### config.mk
export PLATFORM = sky130hd
export DESIGN_NAME = isa_slave_ready_and_io_decode
export DESIGN_NICKNAME = d
export VERILOG_FILES = /design/src/isa_slave_pkg.sv /design/src/isa_write_buffer.sv /design/src/isa_slave_ready_and_io_decode.sv
export VERILOG_INCLUDE_DIRS = /design/src
export SDC_FILE = /design/constraint.sdc
export NUM_CORES = 1
export LEC_CHECK = 0
export BUFFER_PORTS_ARGS = -buffer_cell sky130_fd_sc_hd__buf_2
export CAP_MARGIN = 20
export CORE_MARGIN = 2
export CORE_UTILIZATION = 58
export DETAILED_ROUTE_END_ITERATION = 16
export GPL_TIMING_DRIVEN = 1
export PLACE_DENSITY = 0.93
export SLEW_MARGIN = 20
export SYNTH_ARGS = -nofsm -noshare
export SYNTH_HDL_FRONTEND = slang
export SYNTH_SLANG_ARGS = --single-unit
### constraint.sdc
create_clock -name ref_clk_i -period 6.5 [get_ports ref_clk_i]
set_input_delay 1.3 -clock ref_clk_i [delete_from_list [all_inputs] [get_ports ref_clk_i]]
set_output_delay 1.3 -clock ref_clk_i [all_outputs]
set_load 0.02 [all_outputs]
### src/isa_slave_consts.svh
`ifndef ISA_SLAVE_CONSTS_SVH
`define ISA_SLAVE_CONSTS_SVH

// ****************************************
// I/O decode (10-bit ISA I/O addresses)
// ****************************************
`define IO_SEQ_BASE      10'h3c4  // Sequencer index/data pair
`define IO_GFX_BASE      10'h3ce  // Graphics index/data pair
`define IO_CRT_MONO_BASE 10'h3b4  // CRT pair, mono map
`define IO_CRT_COLR_BASE 10'h3d4  // CRT pair, colour map
`define IO_STAT_MONO     10'h3ba  // Input status 1, mono map
`define IO_STAT_COLR     10'h3da  // Input status 1, colour map
`define IO_RANGE_LO      10'h3b0  // Lowest register group address
`define IO_RANGE_HI      10'h3df  // Highest register group address

// ****************************************
// Memory decode on address bits 23:17
// ****************************************
`define MEM_DISP_HI      7'h05    // A000:0-BFFF:F display window
`define MEM_BIOS_HI      7'h06    // C000:0-DFFF:F, narrowed below
`define MEM_BIOS_MID     2'h0     // Bits 16:15 zero: C000:0-C7FF:F

// ****************************************
// Reset values
// ****************************************
`define RST_DATA         16'h0000 // Data bus output latch

`endif

### src/isa_slave_pkg.sv
`default_nettype none
package isa_slave_pkg;

  // ****************************************
  // Bus-side groups
  // ****************************************
  // Address phase of an ISA cycle
  typedef struct packed {
    logic [23:17] adr_hi;                // Memory decode bits
    logic [16:2]  adr;                   // Word address
    logic         byte_lane3_enable_n;   // Carries A1 on ISA
    logic         byte_lane2_enable_n;   // Carries A0 on ISA
    logic         aen;                   // DMA cycle, high active
  } isa_addr_t;

  // Command strobes, all active low
  typedef struct packed {
    logic ior_n;                   // I/O read
    logic smemr_n;                 // Memory read
    logic mem_write_strobe_in_n;   // Memory write
  } isa_strobe_t;

  // One posted display-memory write
  typedef struct packed {
    logic [16:0] addr;   // {adr[16:2], A1, A0}
    logic [15:0] data;   // Captured system data
  } wbuf_entry_t;

  // Cycle sequencer states
  typedef enum logic [2:0] {
    ST_IDLE,
    ST_RD_WAIT,
    ST_RD_HOLD,
    ST_WR,
    ST_BIOS,
    ST_IO_RD
  } slave_state_t;

endpackage : isa_slave_pkg

`default_nettype wire

### src/isa_write_buffer.sv
`timescale 1ns/1ps
`default_nettype none

module isa_write_buffer #(
  parameter int DEPTH = 4   // Entries, a power of two, at least 2
) (
  // Clock and reset
  input  wire logic                       ref_clk_i,
  input  wire logic                       rst_i,
  // Fill side
  input  wire logic                       push_i,
  input  wire isa_slave_pkg::wbuf_entry_t push_data_i,
  output var  logic                       full_o,
  // Drain side
  output var  logic                       valid_o,
  output isa_slave_pkg::wbuf_entry_t      data_o,
  input  wire logic                       pop_i
);
  import isa_slave_pkg::*;

  localparam int AW = $clog2(DEPTH);

  wbuf_entry_t  mem_q [DEPTH];   // Entry storage, no reset needed
  logic [AW:0]  wr_ptr_ff;       // Write pointer, wrap bit on top
  logic [AW:0]  rd_ptr_ff;       // Read pointer, wrap bit on top
  logic         full_ff;         // Registered full flag
  logic         empty_ff;        // Registered empty flag

  // Guarded handshakes so a stray push or pop cannot corrupt pointers
  wire          do_push  = push_i & ~full_ff;
  wire          do_pop   = pop_i & ~empty_ff;
  wire [AW:0]   nxt_wr   = do_push ? wr_ptr_ff + 1'b1 : wr_ptr_ff;
  wire [AW:0]   nxt_rd   = do_pop ? rd_ptr_ff + 1'b1 : rd_ptr_ff;
  wire          nxt_full = (nxt_wr[AW] != nxt_rd[AW]) && (nxt_wr[AW-1:0] == nxt_rd[AW-1:0]);

  // Pointer and flag registers; full feeds the ready logic
  always_ff @(posedge ref_clk_i or posedge rst_i) begin
    if (rst_i) begin
      wr_ptr_ff <= '0;
      rd_ptr_ff <= '0;
      full_ff   <= 1'b0;
      empty_ff  <= 1'b1;
    end else begin
      wr_ptr_ff <= nxt_wr;
      rd_ptr_ff <= nxt_rd;
      full_ff   <= nxt_full;           // see RQ13
      empty_ff  <= (nxt_wr == nxt_rd);
    end
  end

  // Storage write
  always_ff @(posedge ref_clk_i) begin
    if (do_push) begin
      mem_q[wr_ptr_ff[AW-1:0]] <= push_data_i;
    end
  end

  assign full_o  = full_ff;
  assign valid_o = ~empty_ff;
  assign data_o  = mem_q[rd_ptr_ff[AW-1:0]];

endmodule : isa_write_buffer

`default_nettype wire

### src/isa_slave_ready_and_io_decode.sv
// How it works
// RQ1: Ready held high in I/O, ROM reads.
// RQ2: Display read: ready low when read strobe falls.
// RQ3: Data ready: ready high, then release at end.
// RQ4: Write with room: ready high at once.
// RQ5: Write with full buffer: low until room.
// RQ6: Host waits while ready stays low.
// RQ7: 16-bit claim only pulled low, never high.
// RQ8: Claim decoded from address, lanes, AEN.
// RQ9: Claim covers sequencer, graphics, CRT, status ports.
// RQ10: I/O read in range drives register data.
// RQ11: Host starts memory reads with read strobe.
// RQ12: Write strobe rising edge latches data, posts it.
// RQ13: Buffer gives full flag and drain done.
// RQ14: Nothing driven outside decoded ranges.
`timescale 1ns/1ps
`default_nettype none
`include "isa_slave_consts.svh"

module isa_slave_ready_and_io_decode #(
  parameter int WBUF_DEPTH = 4   // Posted write entries
) (
  // Clock and reset
  input  wire logic                       ref_clk_i,
  input  wire logic                       rst_i,
  // ISA address phase and strobes
  input  wire isa_slave_pkg::isa_addr_t   isa_addr_i,
  input  wire isa_slave_pkg::isa_strobe_t isa_strobe_i,
  // ISA data bus, split three-state
  input  wire logic [15:0]                sd_i,
  output logic [15:0]                     sd_o,
  output logic                            sd_oe_o,
  // IOCHRDY, three-state
  output logic                            iochrdy_o,
  output logic                            iochrdy_oe_o,
  // IOCS16*, open collector
  output logic                            io16_claim_out_o,
  output logic                            io16_claim_out_oe_o,
  // Register groups, read side
  output logic                            reg_rd_strobe_o,
  output logic [9:0]                      reg_rd_addr_o,
  input  wire logic [15:0]                reg_rd_data_i,
  // Display memory, read side
  output logic                            dm_rd_req_o,
  output logic [16:0]                     dm_rd_addr_o,
  input  wire logic                       dm_rd_valid_i,
  input  wire logic [15:0]                dm_rd_data_i,
  // Display memory, posted write side
  output logic                            dm_wr_valid_o,
  output isa_slave_pkg::wbuf_entry_t      dm_wr_entry_o,
  input  wire logic                       dm_wr_done_i
);
  import isa_slave_pkg::*;

  // ****************************************
  // Address decode
  // ****************************************

  // Same index/data pair: ignore A0
  function automatic logic pair_hit(input logic [9:0] addr, input logic [9:0] base);
    pair_hit = (addr[9:1] == base[9:1]);
  endfunction : pair_hit

  wire [9:0]  io_addr    = {isa_addr_i.adr[9:2], isa_addr_i.byte_lane3_enable_n,
                            isa_addr_i.byte_lane2_enable_n};   // Full 10-bit I/O address
  wire        io_upper0  = (isa_addr_i.adr[16:10] == 7'h00);   // Alias guard above 3FF
  wire        io_qual    = ~isa_addr_i.aen & io_upper0;        // DMA cycles are not ours

  // Claim decode is purely combinational; one flop stage before the pin
  wire        io16_hit   = io_qual & (pair_hit(io_addr, `IO_SEQ_BASE)
                                    | pair_hit(io_addr, `IO_GFX_BASE)
                                    | pair_hit(io_addr, `IO_CRT_MONO_BASE)
                                    | pair_hit(io_addr, `IO_CRT_COLR_BASE)
                                    | (io_addr == `IO_STAT_MONO)
                                    | (io_addr == `IO_STAT_COLR));   // see RQ8 see RQ9

  // Whole register group window for reads
  wire        io_range   = io_qual & (io_addr >= `IO_RANGE_LO) & (io_addr <= `IO_RANGE_HI);   // see RQ14

  wire        disp_hit   = (isa_addr_i.adr_hi == `MEM_DISP_HI);   // see RQ14
  wire        bios_hit   = (isa_addr_i.adr_hi == `MEM_BIOS_HI)
                         & (isa_addr_i.adr[16:15] == `MEM_BIOS_MID);
  wire [16:0] mem_addr   = {isa_addr_i.adr, isa_addr_i.byte_lane3_enable_n,
                            isa_addr_i.byte_lane2_enable_n};

  // ****************************************
  // Strobe edges
  // ****************************************

  isa_strobe_t stb_prev_ff;   // Last cycle's strobes, all idle after reset

  // Inputs are synchronous; a one-cycle history gives the edges
  wire smemr_fall = stb_prev_ff.smemr_n & ~isa_strobe_i.smemr_n;
  wire smemw_fall = stb_prev_ff.mem_write_strobe_in_n & ~isa_strobe_i.mem_write_strobe_in_n;
  wire smemw_rise = ~stb_prev_ff.mem_write_strobe_in_n & isa_strobe_i.mem_write_strobe_in_n;
  wire ior_low    = ~isa_strobe_i.ior_n;

  // ****************************************
  // Write buffer
  // ****************************************

  logic        wb_full;    // No room for another posted write
  logic        wb_valid;   // Oldest entry waiting for memory
  wbuf_entry_t wb_head;    // Oldest entry
  logic        wb_push;    // Capture on write strobe rise
  wbuf_entry_t wb_entry;   // Address held from the falling edge plus data now

  logic [16:0] wr_addr_ff;   // Address seen when the write started

  assign wb_entry = '{addr: wr_addr_ff, data: sd_i};

  isa_write_buffer #(
    .DEPTH       (WBUF_DEPTH)
  ) u_wbuf (
    .ref_clk_i   (ref_clk_i),
    .rst_i       (rst_i),
    .push_i      (wb_push),
    .push_data_i (wb_entry),
    .full_o      (wb_full),
    .valid_o     (wb_valid),
    .data_o      (wb_head),
    .pop_i       (dm_wr_done_i)   // see RQ13
  );

  // ****************************************
  // Cycle sequencer
  // ****************************************

  slave_state_t state_ff;      // Current bus cycle
  slave_state_t nxt_state;
  logic         rdy_ff;        // Ready level on the pin
  logic         nxt_rdy;
  logic         rdy_oe_ff;     // Ready pin driven
  logic         nxt_rdy_oe;
  logic [15:0]  sd_ff;         // Data bus output latch
  logic [15:0]  nxt_sd;
  logic         sd_oe_ff;      // Data bus driven
  logic         nxt_sd_oe;
  logic         rd_req_ff;     // One-cycle fetch request
  logic         nxt_rd_req;
  logic         reg_stb_ff;    // One-cycle register read strobe
  logic         nxt_reg_stb;

  // Next-state decode; defaults at the top give every output a value on every path
  always_comb begin
    nxt_state   = state_ff;
    nxt_rdy     = rdy_ff;
    nxt_rdy_oe  = rdy_oe_ff;
    nxt_sd      = sd_ff;
    nxt_sd_oe   = sd_oe_ff;
    nxt_rd_req  = 1'b0;
    nxt_reg_stb = 1'b0;
    wb_push     = 1'b0;
    case (state_ff)
      ST_IDLE: begin
        // Released until a cycle of ours starts
        nxt_rdy_oe = 1'b0;
        nxt_sd_oe  = 1'b0;
        if (smemr_fall && disp_hit) begin
          nxt_state  = ST_RD_WAIT;
          nxt_rdy    = 1'b0;   // see RQ2
          nxt_rdy_oe = 1'b1;
          nxt_rd_req = 1'b1;
        end else if (smemr_fall && bios_hit) begin
          nxt_state  = ST_BIOS;
          nxt_rdy    = 1'b1;   // see RQ1
          nxt_rdy_oe = 1'b1;
        end else if (smemw_fall && disp_hit) begin
          nxt_state  = ST_WR;
          nxt_rdy    = ~wb_full;   // see RQ4 see RQ5
          nxt_rdy_oe = 1'b1;
        end else if (ior_low && io_range) begin
          nxt_state   = ST_IO_RD;
          nxt_rdy     = 1'b1;   // see RQ1
          nxt_rdy_oe  = 1'b1;
          nxt_reg_stb = 1'b1;
        end
      end
      ST_RD_WAIT: begin
        // Host sits in wait states meanwhile
        if (isa_strobe_i.smemr_n) begin
          nxt_state  = ST_IDLE;   // Aborted cycle: let go
          nxt_rdy_oe = 1'b0;
        end else if (dm_rd_valid_i) begin
          nxt_state = ST_RD_HOLD;
          nxt_sd    = dm_rd_data_i;
          nxt_sd_oe = 1'b1;
          nxt_rdy   = 1'b1;   // see RQ3
        end
      end
      ST_RD_HOLD: begin
        // Hold data and ready until the strobe rises
        if (isa_strobe_i.smemr_n) begin
          nxt_state  = ST_IDLE;
          nxt_rdy_oe = 1'b0;   // see RQ3
          nxt_sd_oe  = 1'b0;
        end
      end
      ST_WR: begin
        // Ready follows buffer room, so a freed slot lifts it
        nxt_rdy = ~wb_full;   // see RQ5
        if (smemw_rise) begin
          wb_push    = 1'b1;   // see RQ12
          nxt_state  = ST_IDLE;
          nxt_rdy_oe = 1'b0;
        end
      end
      ST_BIOS: begin
        // No wait states; the ROM drivers supply the data
        if (isa_strobe_i.smemr_n) begin
          nxt_state  = ST_IDLE;
          nxt_rdy_oe = 1'b0;
        end
      end
      ST_IO_RD: begin
        // Follow the register value while the strobe is low
        nxt_sd    = reg_rd_data_i;   // see RQ10
        nxt_sd_oe = 1'b1;
        if (!ior_low || !io_range) begin
          nxt_state  = ST_IDLE;
          nxt_sd_oe  = 1'b0;
          nxt_rdy_oe = 1'b0;
        end
      end
      default: begin
        nxt_state  = ST_IDLE;
        nxt_rdy_oe = 1'b0;
        nxt_sd_oe  = 1'b0;
      end
    endcase
  end

  // Sequencer and pin registers; reset leaves every pin released
  always_ff @(posedge ref_clk_i or posedge rst_i) begin
    if (rst_i) begin
      state_ff    <= ST_IDLE;
      stb_prev_ff <= '1;
      rdy_ff      <= 1'b1;
      rdy_oe_ff   <= 1'b0;
      sd_ff       <= `RST_DATA;
      sd_oe_ff    <= 1'b0;
      rd_req_ff   <= 1'b0;
      reg_stb_ff  <= 1'b0;
    end else begin
      state_ff    <= nxt_state;
      stb_prev_ff <= isa_strobe_i;
      rdy_ff      <= nxt_rdy;      // see RQ6
      rdy_oe_ff   <= nxt_rdy_oe;   // see RQ14
      sd_ff       <= nxt_sd;
      sd_oe_ff    <= nxt_sd_oe;
      rd_req_ff   <= nxt_rd_req;
      reg_stb_ff  <= nxt_reg_stb;
    end
  end

  // ****************************************
  // Address capture and claim pin
  // ****************************************

  logic        io16_oe_ff;     // Claim pulled low
  logic [9:0]  reg_addr_ff;    // Register address to the groups
  logic [16:0] rd_addr_ff;     // Display fetch address

  // Captured on the start edge; the ISA address may move later
  always_ff @(posedge ref_clk_i or posedge rst_i) begin
    if (rst_i) begin
      io16_oe_ff  <= 1'b0;
      reg_addr_ff <= 10'h000;
      rd_addr_ff  <= 17'h00000;
      wr_addr_ff  <= 17'h00000;
    end else begin
      io16_oe_ff  <= io16_hit;   // see RQ7 see RQ8
      reg_addr_ff <= (state_ff == ST_IDLE) ? io_addr : reg_addr_ff;
      rd_addr_ff  <= (state_ff == ST_IDLE) ? mem_addr : rd_addr_ff;
      wr_addr_ff  <= (state_ff == ST_IDLE) ? mem_addr : wr_addr_ff;
    end
  end

  // ****************************************
  // Outputs
  // ****************************************
  assign sd_o                = sd_ff;
  assign sd_oe_o             = sd_oe_ff;
  assign iochrdy_o           = rdy_ff;
  assign iochrdy_oe_o        = rdy_oe_ff;
  assign io16_claim_out_o    = 1'b0;         // Open collector: level is always low, see RQ7
  assign io16_claim_out_oe_o = io16_oe_ff;
  assign reg_rd_strobe_o     = reg_stb_ff;
  assign reg_rd_addr_o       = reg_addr_ff;
  assign dm_rd_req_o         = rd_req_ff;
  assign dm_rd_addr_o        = rd_addr_ff;
  assign dm_wr_valid_o       = wb_valid;
  assign dm_wr_entry_o       = wb_head;

endmodule : isa_slave_ready_and_io_decode

`default_nettype wire

==> metrics.yaml, run 1 <==
status:
  status: "complete, no violations"
global_route:
  grt_pass1_wl_um: 24540
  grt_start_max_net_pins: 53
  antenna_found_initial: 0
  grt_pass1_vias: 4499
  grt_overflow_total: 0
  grtUsageTotal_pct: 24.94
clock_tree:
  clockBufferDepth: 2
  cts.sink_count: 184
  htree_levels: 4
  cts_made_buffers: 17
  clkLatencyLatePin_ns: 0.42
  clk_pin_slew_ns: 0.07
  cts_resized: 0
  cts_setup_buffers: 0
  root_buffer: "clkbuf_16"
  cts_tree: "built"
  cts_hold_buf: 0
place:
  dp.final_hpwl_um: 10120
  place_congestion: 0.8743
  portBuffers: 162
hold_path:
  min_path_type: "register to register"
setup_path:
  r2r_end: "u_wbuf.empty_ff"
  crit_path_max_fanout: 35
  start_kind: "register"
  crit_required_ns: 5.20
  rrSetupSlack_ns: 4.21
  critPathCapture: "dm_wr_entry_o[22]"
  startpoint: "u_wbuf.rd_ptr_ff[0]"
  cpPeakStageDelay_ns: 0.87
  r2r_start: "u_wbuf.rd_ptr_ff[1]"
  arrival_ns: 2.11
  slowest_stage: "dfrtp_4"
  path_cells: "mux4_2 > buf_2"
  end_kind: "output pin"
  r2r_cells: 5
  critPathKind: "register to output pin"
yosys:
  synth_top_area_cell: "edfxtp_1"
  synth-edff-count: 132
  syn_avg_cell_area_um2: 16.18
  ys_async_sr_fraction_pct: 28.26
  synth.distinct_cells: 51
  seq_area_frac_synth_pct: 70.94
  synth_nets: 544
  synth_top_area_share_pct: 53.36
  ys_warn_count: 0
  yosys_most_used_dff: "edfxtp_1"
  synth.most_common_cell: "edfxtp_1"
  syn_inst: 459
  ys_seq_elements: 184
  synth_area_um2: 7428
  synthTopCellsByCount: "edfxtp_1 (132), nand2_1 (72), dfrtp_1 (48)"
  synthTopCellsByArea: "edfxtp_1 (53%), dfrtp_1 (16%), mux4_2 (10%)"
die:
  start_util_pct: 59.10
  die_w_um: 117.2
  die_h_um: 117.2
  row_count: 41
  coreArea_um2: 12570
  fp.dieArea_um2: 13730
  ioPinCount: 164
power_and_ir_drop:
  p_per_area_nw_per_um2: 456.5
  p_sw_share_pct: 35.36
  leakagePower_nw: 3.681
  power_frac_seq_pct: 42.6
  combPwrFrac_pct: 30.8
  clock_power_share_pct: 26.6
  ir_drop_v: 0.0002549
  p_int_mw: 2.639
  switching_power_mw: 1.444
flow_run:
  drv_cap: 0
sta:
  clock_skew_ns: 0.01443
  drv_slew: 0
  relSlewSlack_pct: 38.12
  setup_viol: 0
  fin_tns_setup_ns: 0
  worst_pin_slew_ns: 0.9282
  final_hold_viol_count: 0
  rsz0062_at_grt: "no"
  max_clock_freq_mhz: 293.6
  finalCritPeriodShare_pct: 52.41
  finalCriticalPeriod_ns: 3.406
finish:
  multi_input_area_um2: 1951
  final_util_pct: 71.16
  layout-drive-gt1-share_pct: 39.20
  area_growth_pct: 20.40
  antenna_cells: 0
  nNetsFinal: 697
  n_fill_cell: 778
  seq_area_um2: 5275
routing:
  wl_per_cell_um: 20.46
  drtIter0Drc: 394
  vias_per_cell: 5.582
  wirelength_um: 16310
  vias: 4449
  drc: 0
  detail_route.first_pass.iterations: 5
  postRouteAntennaNets: 0
-- power groups by stage --
stage          sequential, mW  clock [mW]  combinational, mW
2_1_floorplan            1.72           0              0.904
3_3_place_gp             1.74           0               1.21
6_report                 1.74        1.09               1.26
4_1_cts                  1.74        1.10               1.27
3_5_place_dp             1.76           0               1.25
5_1_grt                  1.78        1.15               1.37
-- layout by cell type (no fill, tap or decap), types with 2 or more instances in the layout --
cell        instances
o21ai_0            25
dfrtp_1            46
buf_2             162
nor4b_2             2
nand3_1             4
mux4_2             33
nand2b_1            4
inv_8               2
clkbuf_16          17
or3_1               2
clkinvlp_4          3
bufinv_16           4
a21oi_1             3
nor2_1              9
ha_1                5
edfxtp_1          132
nor3_1              3
nor2b_1             6
o21ai_1             3
clkbuf_1            2
a31oi_1             3
xnor2_1             6
xor2_1              3
mux2i_1            17
and3_2              3
nand2_1            72
and3b_1             2
buf_4               3
dfstp_2             4
inv_1              11
-- cell families after synthesis --
logic type,count (synthesis),synth area share (%)
xor gates and xnor gates,9,1.061
DFF,184,70.94
and+or+nand+nor,119,7.647
AOI/OAI and AO/OA,46,3.908
buffers and inverters,43,2.914
adders and majority gates,5,0.8422
muxes,52,12.63
other,1,0.05048
-- final cells by class --
type | instances | share of cell area [%]
clock inverters | 13 | 2.140
repair buffers | 165 | 9.317
flip-flops and latches | 184 | 58.98
multi-input cells | 232 | 21.81
clock buffers | 19 | 4.841
well taps | 172 | 2.406
inverters | 12 | 0.5036
-- metal layers --
metal	global-route usage, %	share of wire [%]
met2	44.52	55
met5	0	0
met4	6.824	0.86
met3	5.922	5.6
met1	30.66	39
-- flip-flops by register name (all words and copies together), names as in the netlist --
signal               flops
u_wbuf.mem_q           132
sd_o                    16
reg_rd_addr_o            9
dm_rd_addr_o             8
state_ff                 3
u_wbuf.rd_ptr_ff         3
u_wbuf.wr_ptr_ff         3
stb_prev_ff              2
dm_rd_req_o              1
io16_claim_out_oe_o      1
iochrdy_o                1
iochrdy_oe_o             1
reg_rd_strobe_o          1
sd_oe_o                  1
u_wbuf.empty_ff          1
u_wbuf.full_o            1
-- critical path: cells and delay by family, from the launching register on --
family,cells,cell delay [ns]
multiplexers,1,0.61
buffers and inverters,1,0.18
flip-flops,1,0.87
-- worst min path at each step --
stage | startpoint | to | slack [ns] | depth (start not counted)
3_5_place_dp | sd_o[1] | sd_o[1] | 0.47 | 2
2_1_floorplan | u_wbuf.wr_ptr_ff[2] | u_wbuf.wr_ptr_ff[2] | 0.46 | 1
5_1_grt | sd_o[1] | sd_o[1] | 0.50 | 2
6_report | sd_o[1] | sd_o[1] | 0.48 | 2
4_1_cts | sd_o[1] | sd_o[1] | 0.48 | 2
3_3_place_gp | sd_o[12] | sd_o[12] | 0.46 | 2
-- through the flow --
| stage | total power, mW | cell area, µm² | std cells | setup WS, ns | hold WS [ns] |
|---|---|---|---|---|---|
| 2_1_floorplan | 2.624 | 7428 | 459 | 3.589 | 0.4622 |
| 3_3_place_gp | 2.952 | 8317 | 765 | 3.232 | 0.4613 |
| 3_5_place_dp | 3.012 | 8319 | 765 | 3.353 | 0.4683 |
| 4_1_cts | 4.110 | 8944 | 797 | 3.039 | 0.4836 |
| 5_1_grt | 4.293 | 8944 | 797 | 2.969 | 0.4954 |
| 6_report | 4.083 | 8944 | 797 | 3.094 | 0.4829 |
(Power assumes the default switching activity.)
==> run 2, diff against run 1 <==
--- a/config.mk
+++ b/config.mk
@@ -6,13 +6,14 @@
 export SDC_FILE = /design/constraint.sdc
 export NUM_CORES = 1
 export LEC_CHECK = 0
+export ABC_AREA = 1
 export BUFFER_PORTS_ARGS = -buffer_cell sky130_fd_sc_hd__buf_2
 export CAP_MARGIN = 20
 export CORE_MARGIN = 2
-export CORE_UTILIZATION = 58
+export CORE_UTILIZATION = 49
 export DETAILED_ROUTE_END_ITERATION = 16
 export GPL_TIMING_DRIVEN = 1
-export PLACE_DENSITY = 0.93
+export PLACE_DENSITY = 0.84
 export SLEW_MARGIN = 20
 export SYNTH_ARGS = -nofsm -noshare
 export SYNTH_HDL_FRONTEND = slang
==> constraint.sdc (replaced) <==
create_clock -name ref_clk_i -period 2.97 [get_ports ref_clk_i]
set_input_delay 0.594 -clock ref_clk_i [delete_from_list [all_inputs] [get_ports ref_clk_i]]
set_output_delay 0.594 -clock ref_clk_i [all_outputs]
set_load 0.02 [all_outputs]
==> metrics.yaml, run 2 <==
clock_tree:
  root_buffer: "clkbuf_16"
  clkLatencyLatePin_ns: 0.43
  clk_pin_slew_ns: 0.07
  cts_resized: 0
  htree_levels: 4
  cts_made_buffers: 17
  cts_tree: "built"
  cts.sink_count: 184
  clockBufferDepth: 2
  cts_hold_buf: 0
  cts_setup_buffers: 0
yosys:
  synth.distinct_cells: 28
  syn_inst: 673
  yosys_most_used_dff: "edfxtp_1"
  synth_nets: 758
  ys_async_sr_fraction_pct: 28.26
  ys_seq_elements: 184
  synth_top_area_cell: "edfxtp_1"
  syn_avg_cell_area_um2: 11.19
  synth.most_common_cell: "edfxtp_1"
  seq_area_frac_synth_pct: 69.96
  synth_area_um2: 7533
  synth_top_area_share_pct: 52.62
  synthTopCellsByArea: "edfxtp_1 (53%), dfrtp_1 (16%), o21ai_0 (5.4%)"
  synthTopCellsByCount: "edfxtp_1 (132), nor2_1 (109), nand2_1 (107)"
  ys_warn_count: 0
  synth-edff-count: 132
finish:
  antenna_cells: 0
  final_util_pct: 60.19
  final_common_cell: "buf_2"
  area_growth_pct: 20.56
  nNetsFinal: 909
  final_cell_mix: "buf_2 (162), edfxtp_1 (132), nand2_1 (107)"
  layout-drive-gt1-share_pct: 26.76
  largest_register_ff_count: 132
  fin_area_um2: 9082
  instances_no_fill: 1025
routing:
  vias: 5413
  vias_per_cell: 5.281
  drtIter0Drc: 397
  detail_route.first_pass.iterations: 5
  drc: 0
  wl_per_cell_um: 15.71
  postRouteAntennaNets: 0
  wirelength_um: 16100
hold_path:
  min_path_type: "input port to asynchronous set/reset pin"
status:
  status: "complete, no violations"
setup_path:
  critPathKind: "register to output pin"
  arrival_ns: 1.99
  start_kind: "register"
  slowest_stage: "buf_4"
  crit_required_ns: 2.38
  startpoint: "u_wbuf.rd_ptr_ff[0]"
  end_kind: "output pin"
  r2r_start: "u_wbuf.rd_ptr_ff[0]"
  path_cells: "buf_4 > o21ai_0 > o22ai_1 > buf_2"
  crit_path_max_fanout: 67
  cpPeakStageDelay_ns: 0.52
sta:
  relSlewSlack_pct: 51.54
  finalCriticalPeriod_ns: 2.585
  fin_tns_setup_ns: 0
  max_clock_freq_mhz: 386.9
  worst_pin_slew_ns: 0.7242
  clock_skew_ns: 0.007947
  whs_ns: 0.2310
  drv_slew: 0
  rsz0062_at_grt: "no"
  finalCritPeriodShare_pct: 87.03
  setup_slack_ns: 0.3852
  setup_viol: 0
  final_hold_viol_count: 0
place:
  preCtsSetupSlack_ns: 0.8665
  place_congestion: 0.8369
  placed_cell_area_um2: 8516
  dp.final_hpwl_um: 10500
  dp.cells: 993
  portBuffers: 162
power_and_ir_drop:
  p_per_area_nw_per_um2: 1021
  ir_drop_v: 0.0005219
  leakagePower_nw: 3.801
  totalPowerFinal_mw: 9.276
die:
  ioPinCount: 164
  row_count: 45
  die_w_um: 128.0
  fp.dieArea_um2: 16380
  start_util_pct: 49.93
  coreArea_um2: 15090
  die_h_um: 128.0
global_route:
  grtUsageTotal_pct: 20.06
  grt_overflow_total: 0
  antenna_found_initial: 0
  grt_pass1_wl_um: 24960
  grt_pass1_vias: 4979
  grt_start_max_net_pins: 68
flow_run:
  drv_cap: 0
[run 2: cell count changes after synthesis, moves of 6 or more]
cell and delta:
nor2b_1 -6, nor2_1 +100, mux4_2 -33, a31oi_1 +13
o22ai_1 +33, o21ai_0 +57, mux2i_1 -17, inv_1 +27
nand2_1 +35, xnor2_1 -6, clkbuf_1 +13, nand3_1 +26
[run 2: cell families after synthesis]
kind of cell	count (synthesis)	share of synthesized area [%]
AND/OR/NAND/NOR	262	14.20
flip-flops	184	69.96
AO/OA/AOI/OAI	136	9.949
buffers and inverters	83	4.783
adder cells (fa/ha/maj)	5	0.8304
XOR/XNOR	2	0.2326
other	1	0.04978
[run 2: final timing paths]
path	to	cells past startpoint	slack [ns]
setup / recovery	dm_wr_entry_o[0]	4	0.39
hold / removal	state_ff[0]	2	0.23
setup reg to reg	u_wbuf.full_o	10	0.95
hold reg to reg	iochrdy_o	2	0.47
max in group asynchronous	u_wbuf.empty_ff	3	2.12
min in group ref_clk_i	stb_prev_ff[0]	1	0.29
[run 2: worst max-delay path: cells and delay by family, from the launching register on]
kind / cells / cell delay [ns]
flip-flops: 1 / 0.36
AO/OA/AOI/OAI: 2 / 0.46
buffers and inverters: 2 / 0.72
[run 2: report_power, final]
group	switching [mW]	total, mW	internal, mW
logic	2.45	3.55	1.11
clock network	0.973	2.15	1.18
registers	0.358	3.57	3.22
[run 2: cell type report]
type                       instances  area [µm²]
tap                              188       235.2
fill                            1211        6007
multi-input combinational        406        1933
timing repair buffer             173       918.4
inverter                          42       157.7
clock buffer                      18       429.2
clock inverter                    14       137.6
sequential                       184        5271
[run 2: layer usage]
layer | share of wire, % | GRT usage (%)
met1 | 44 | 27.30
met2 | 49 | 32.65
met3 | 6.6 | 4.508
met4 | 0.66 | 6.012
met5 | 0 | 0
==> run 3, diff against run 2 <==
--- a/config.mk
+++ b/config.mk
@@ -6,7 +6,7 @@
 export SDC_FILE = /design/constraint.sdc
 export NUM_CORES = 1
 export LEC_CHECK = 0
-export ABC_AREA = 1
+export ABC_AREA = 0
 export BUFFER_PORTS_ARGS = -buffer_cell sky130_fd_sc_hd__buf_2
 export CAP_MARGIN = 20
 export CORE_MARGIN = 2
==> metrics.yaml, run 3 (synthesized netlist as in run 1, its figures left out) <==
status:
  status: "complete, no violations"
finish:
  area_growth_pct: 20.35
  final_common_cell: "buf_2"
  final_util_pct: 59.47
  largest_register_ff_count: 132
  layout-drive-gt1-share_pct: 40.13
  n_fill_cell: 1146
  final_cell_mix: "buf_2 (162), edfxtp_1 (132), nand2_1 (72)"
  instances_no_fill: 822
  nNetsFinal: 705
place:
  portBuffers: 162
  dp.final_hpwl_um: 10700
  dp.cells: 789
  place_congestion: 0.8697
sta:
  max_clock_freq_mhz: 379.0
  clock_skew_ns: 0.008392
  rsz0062_at_grt: "no"
  final_hold_viol_count: 0
  setup_viol: 0
  finalCriticalPeriod_ns: 2.639
  relSlewSlack_pct: 42.39
  drv_slew: 0
  worst_pin_slew_ns: 0.8621
  finalCritPeriodShare_pct: 88.85
  fin_tns_setup_ns: 0
setup_path:
  rrSetupSlack_ns: 0.86
  crit_family: "flip-flops"
  path_cells: "buf_4 > mux4_2 > buf_2"
  crit_path_max_fanout: 25
  critPathKind: "register to output pin"
  cp_num_buf_inv: 2
  arrival_ns: 2.04
  r2r_cells: 5
  crit_required_ns: 2.38
  cp_num_cells: 3
  startpoint: "u_wbuf.rd_ptr_ff[1]"
  cpPeakStageDelay_ns: 0.78
  start_kind: "register"
  r2r_start: "u_wbuf.rd_ptr_ff[1]"
  end_kind: "output pin"
  slowest_stage: "dfrtp_2"
global_route:
  grt_overflow_total: 0
  grt_pass1_vias: 4482
  grtUsageTotal_pct: 20.13
  grt_pass1_wl_um: 24140
  grt_start_max_net_pins: 34
  antenna_found_initial: 1
routing:
  drtIter0Drc: 248
  wl_per_cell_um: 18.77
  drc: 0
  wirelength_um: 15430
  detail_route.first_pass.iterations: 5
  vias_per_cell: 5.364
  postRouteAntennaNets: 0
  vias: 4409
die:
  die_w_um: 127.1
  start_util_pct: 49.41
  coreArea_um2: 15030
  ioPinCount: 164
  row_count: 45
  die_h_um: 127.1
  fp.dieArea_um2: 16160
power_and_ir_drop:
  totalPowerFinal_mw: 8.576
  clock_power_share_pct: 23.5
  switching_power_mw: 3.118
  leakagePower_nw: 3.683
  p_sw_share_pct: 36.36
  p_int_mw: 5.458
  combPwrFrac_pct: 34.2
  power_frac_seq_pct: 42.3
  p_per_area_nw_per_um2: 959.3
  ir_drop_v: 0.0005295
clock_tree:
  cts_made_buffers: 17
  cts_setup_buffers: 0
  cts_hold_buf: 0
  cts_tree: "built"
  clockBufferDepth: 2
  cts_resized: 0
  root_buffer: "clkbuf_16"
  htree_levels: 4
  clk_pin_slew_ns: 0.07
  clkLatencyLatePin_ns: 0.43
  cts.sink_count: 184
flow_run:
  drv_cap: 0
hold_path:
  min_path_type: "input port to asynchronous set/reset pin"
==> run 3: changes by cell type in the layout (fill, tap and decap cells not counted), sizes merged, moves of 12 or more <==
| cell | change |
|---|---|
| o22ai | -33 |
| mux4 | +33 |
| nand3 | -27 |
| nand2 | -36 |
| o21ai | -54 |
| inv | -35 |
| nor2 | -103 |
| mux2i | +18 |
| a31oi | -12 |
==> run 3: layout make-up <==
| cell class | instances | area [µm²] | share of cell area, % |
|---|---|---|---|
| clock buffer | 17 | 425.4 | 4.759 |
| multi-input combinational | 232 | 1951 | 21.82 |
| tap | 188 | 235.2 | 2.631 |
| sequential | 184 | 5273 | 58.98 |
| inverter | 12 | 45.04 | 0.5038 |
| antenna | 1 | 2.502 | 0.02799 |
| clock inverter | 15 | 102.6 | 1.148 |
| timing repair buffer | 173 | 905.9 | 10.13 |
==> run 3: power groups by stage <==
stage,sequential (mW),combinational (mW),clock (mW)
after floorplan,3.76,1.98,0
after global placement,3.65,2.91,0
after detailed placement,3.68,2.97,0
after CTS,3.64,2.97,2.05
after global routing,3.70,3.18,2.17
final,3.63,2.93,2.02
==> run 3: layer usage <==
metal	vias to the layer above	routed length, µm	GRT usage (%)
li1	2027	-	-
met1	2171	6385	25.86
met2	190	7645	32.76
met3	21	1066	5.905
met4	0	333	7.822
met5	-	0	0
==> run 3: stage by stage <==
stage / instance area, µm² / hold WS [ns] / setup WS [ns]
detailed placement: 8409 / 0.4753 / 0.5182
global route: 8937 / 0.2724 / 0.2341
CTS: 8937 / 0.2703 / 0.3025
finish: 8940 / 0.2555 / 0.3312
global placement: 8409 / 0.4605 / 0.5840
floorplan: 7428 / 0.4622 / 0.7648
==> run 3: final timing paths <==
path	end
max reg2reg	u_wbuf.full_o
min	sd_o[12]
max in group asynchronous	stb_prev_ff[0]
max	dm_wr_entry_o[18]
min in group ref_clk_i	stb_prev_ff[0]
min reg2reg	sd_o[7]
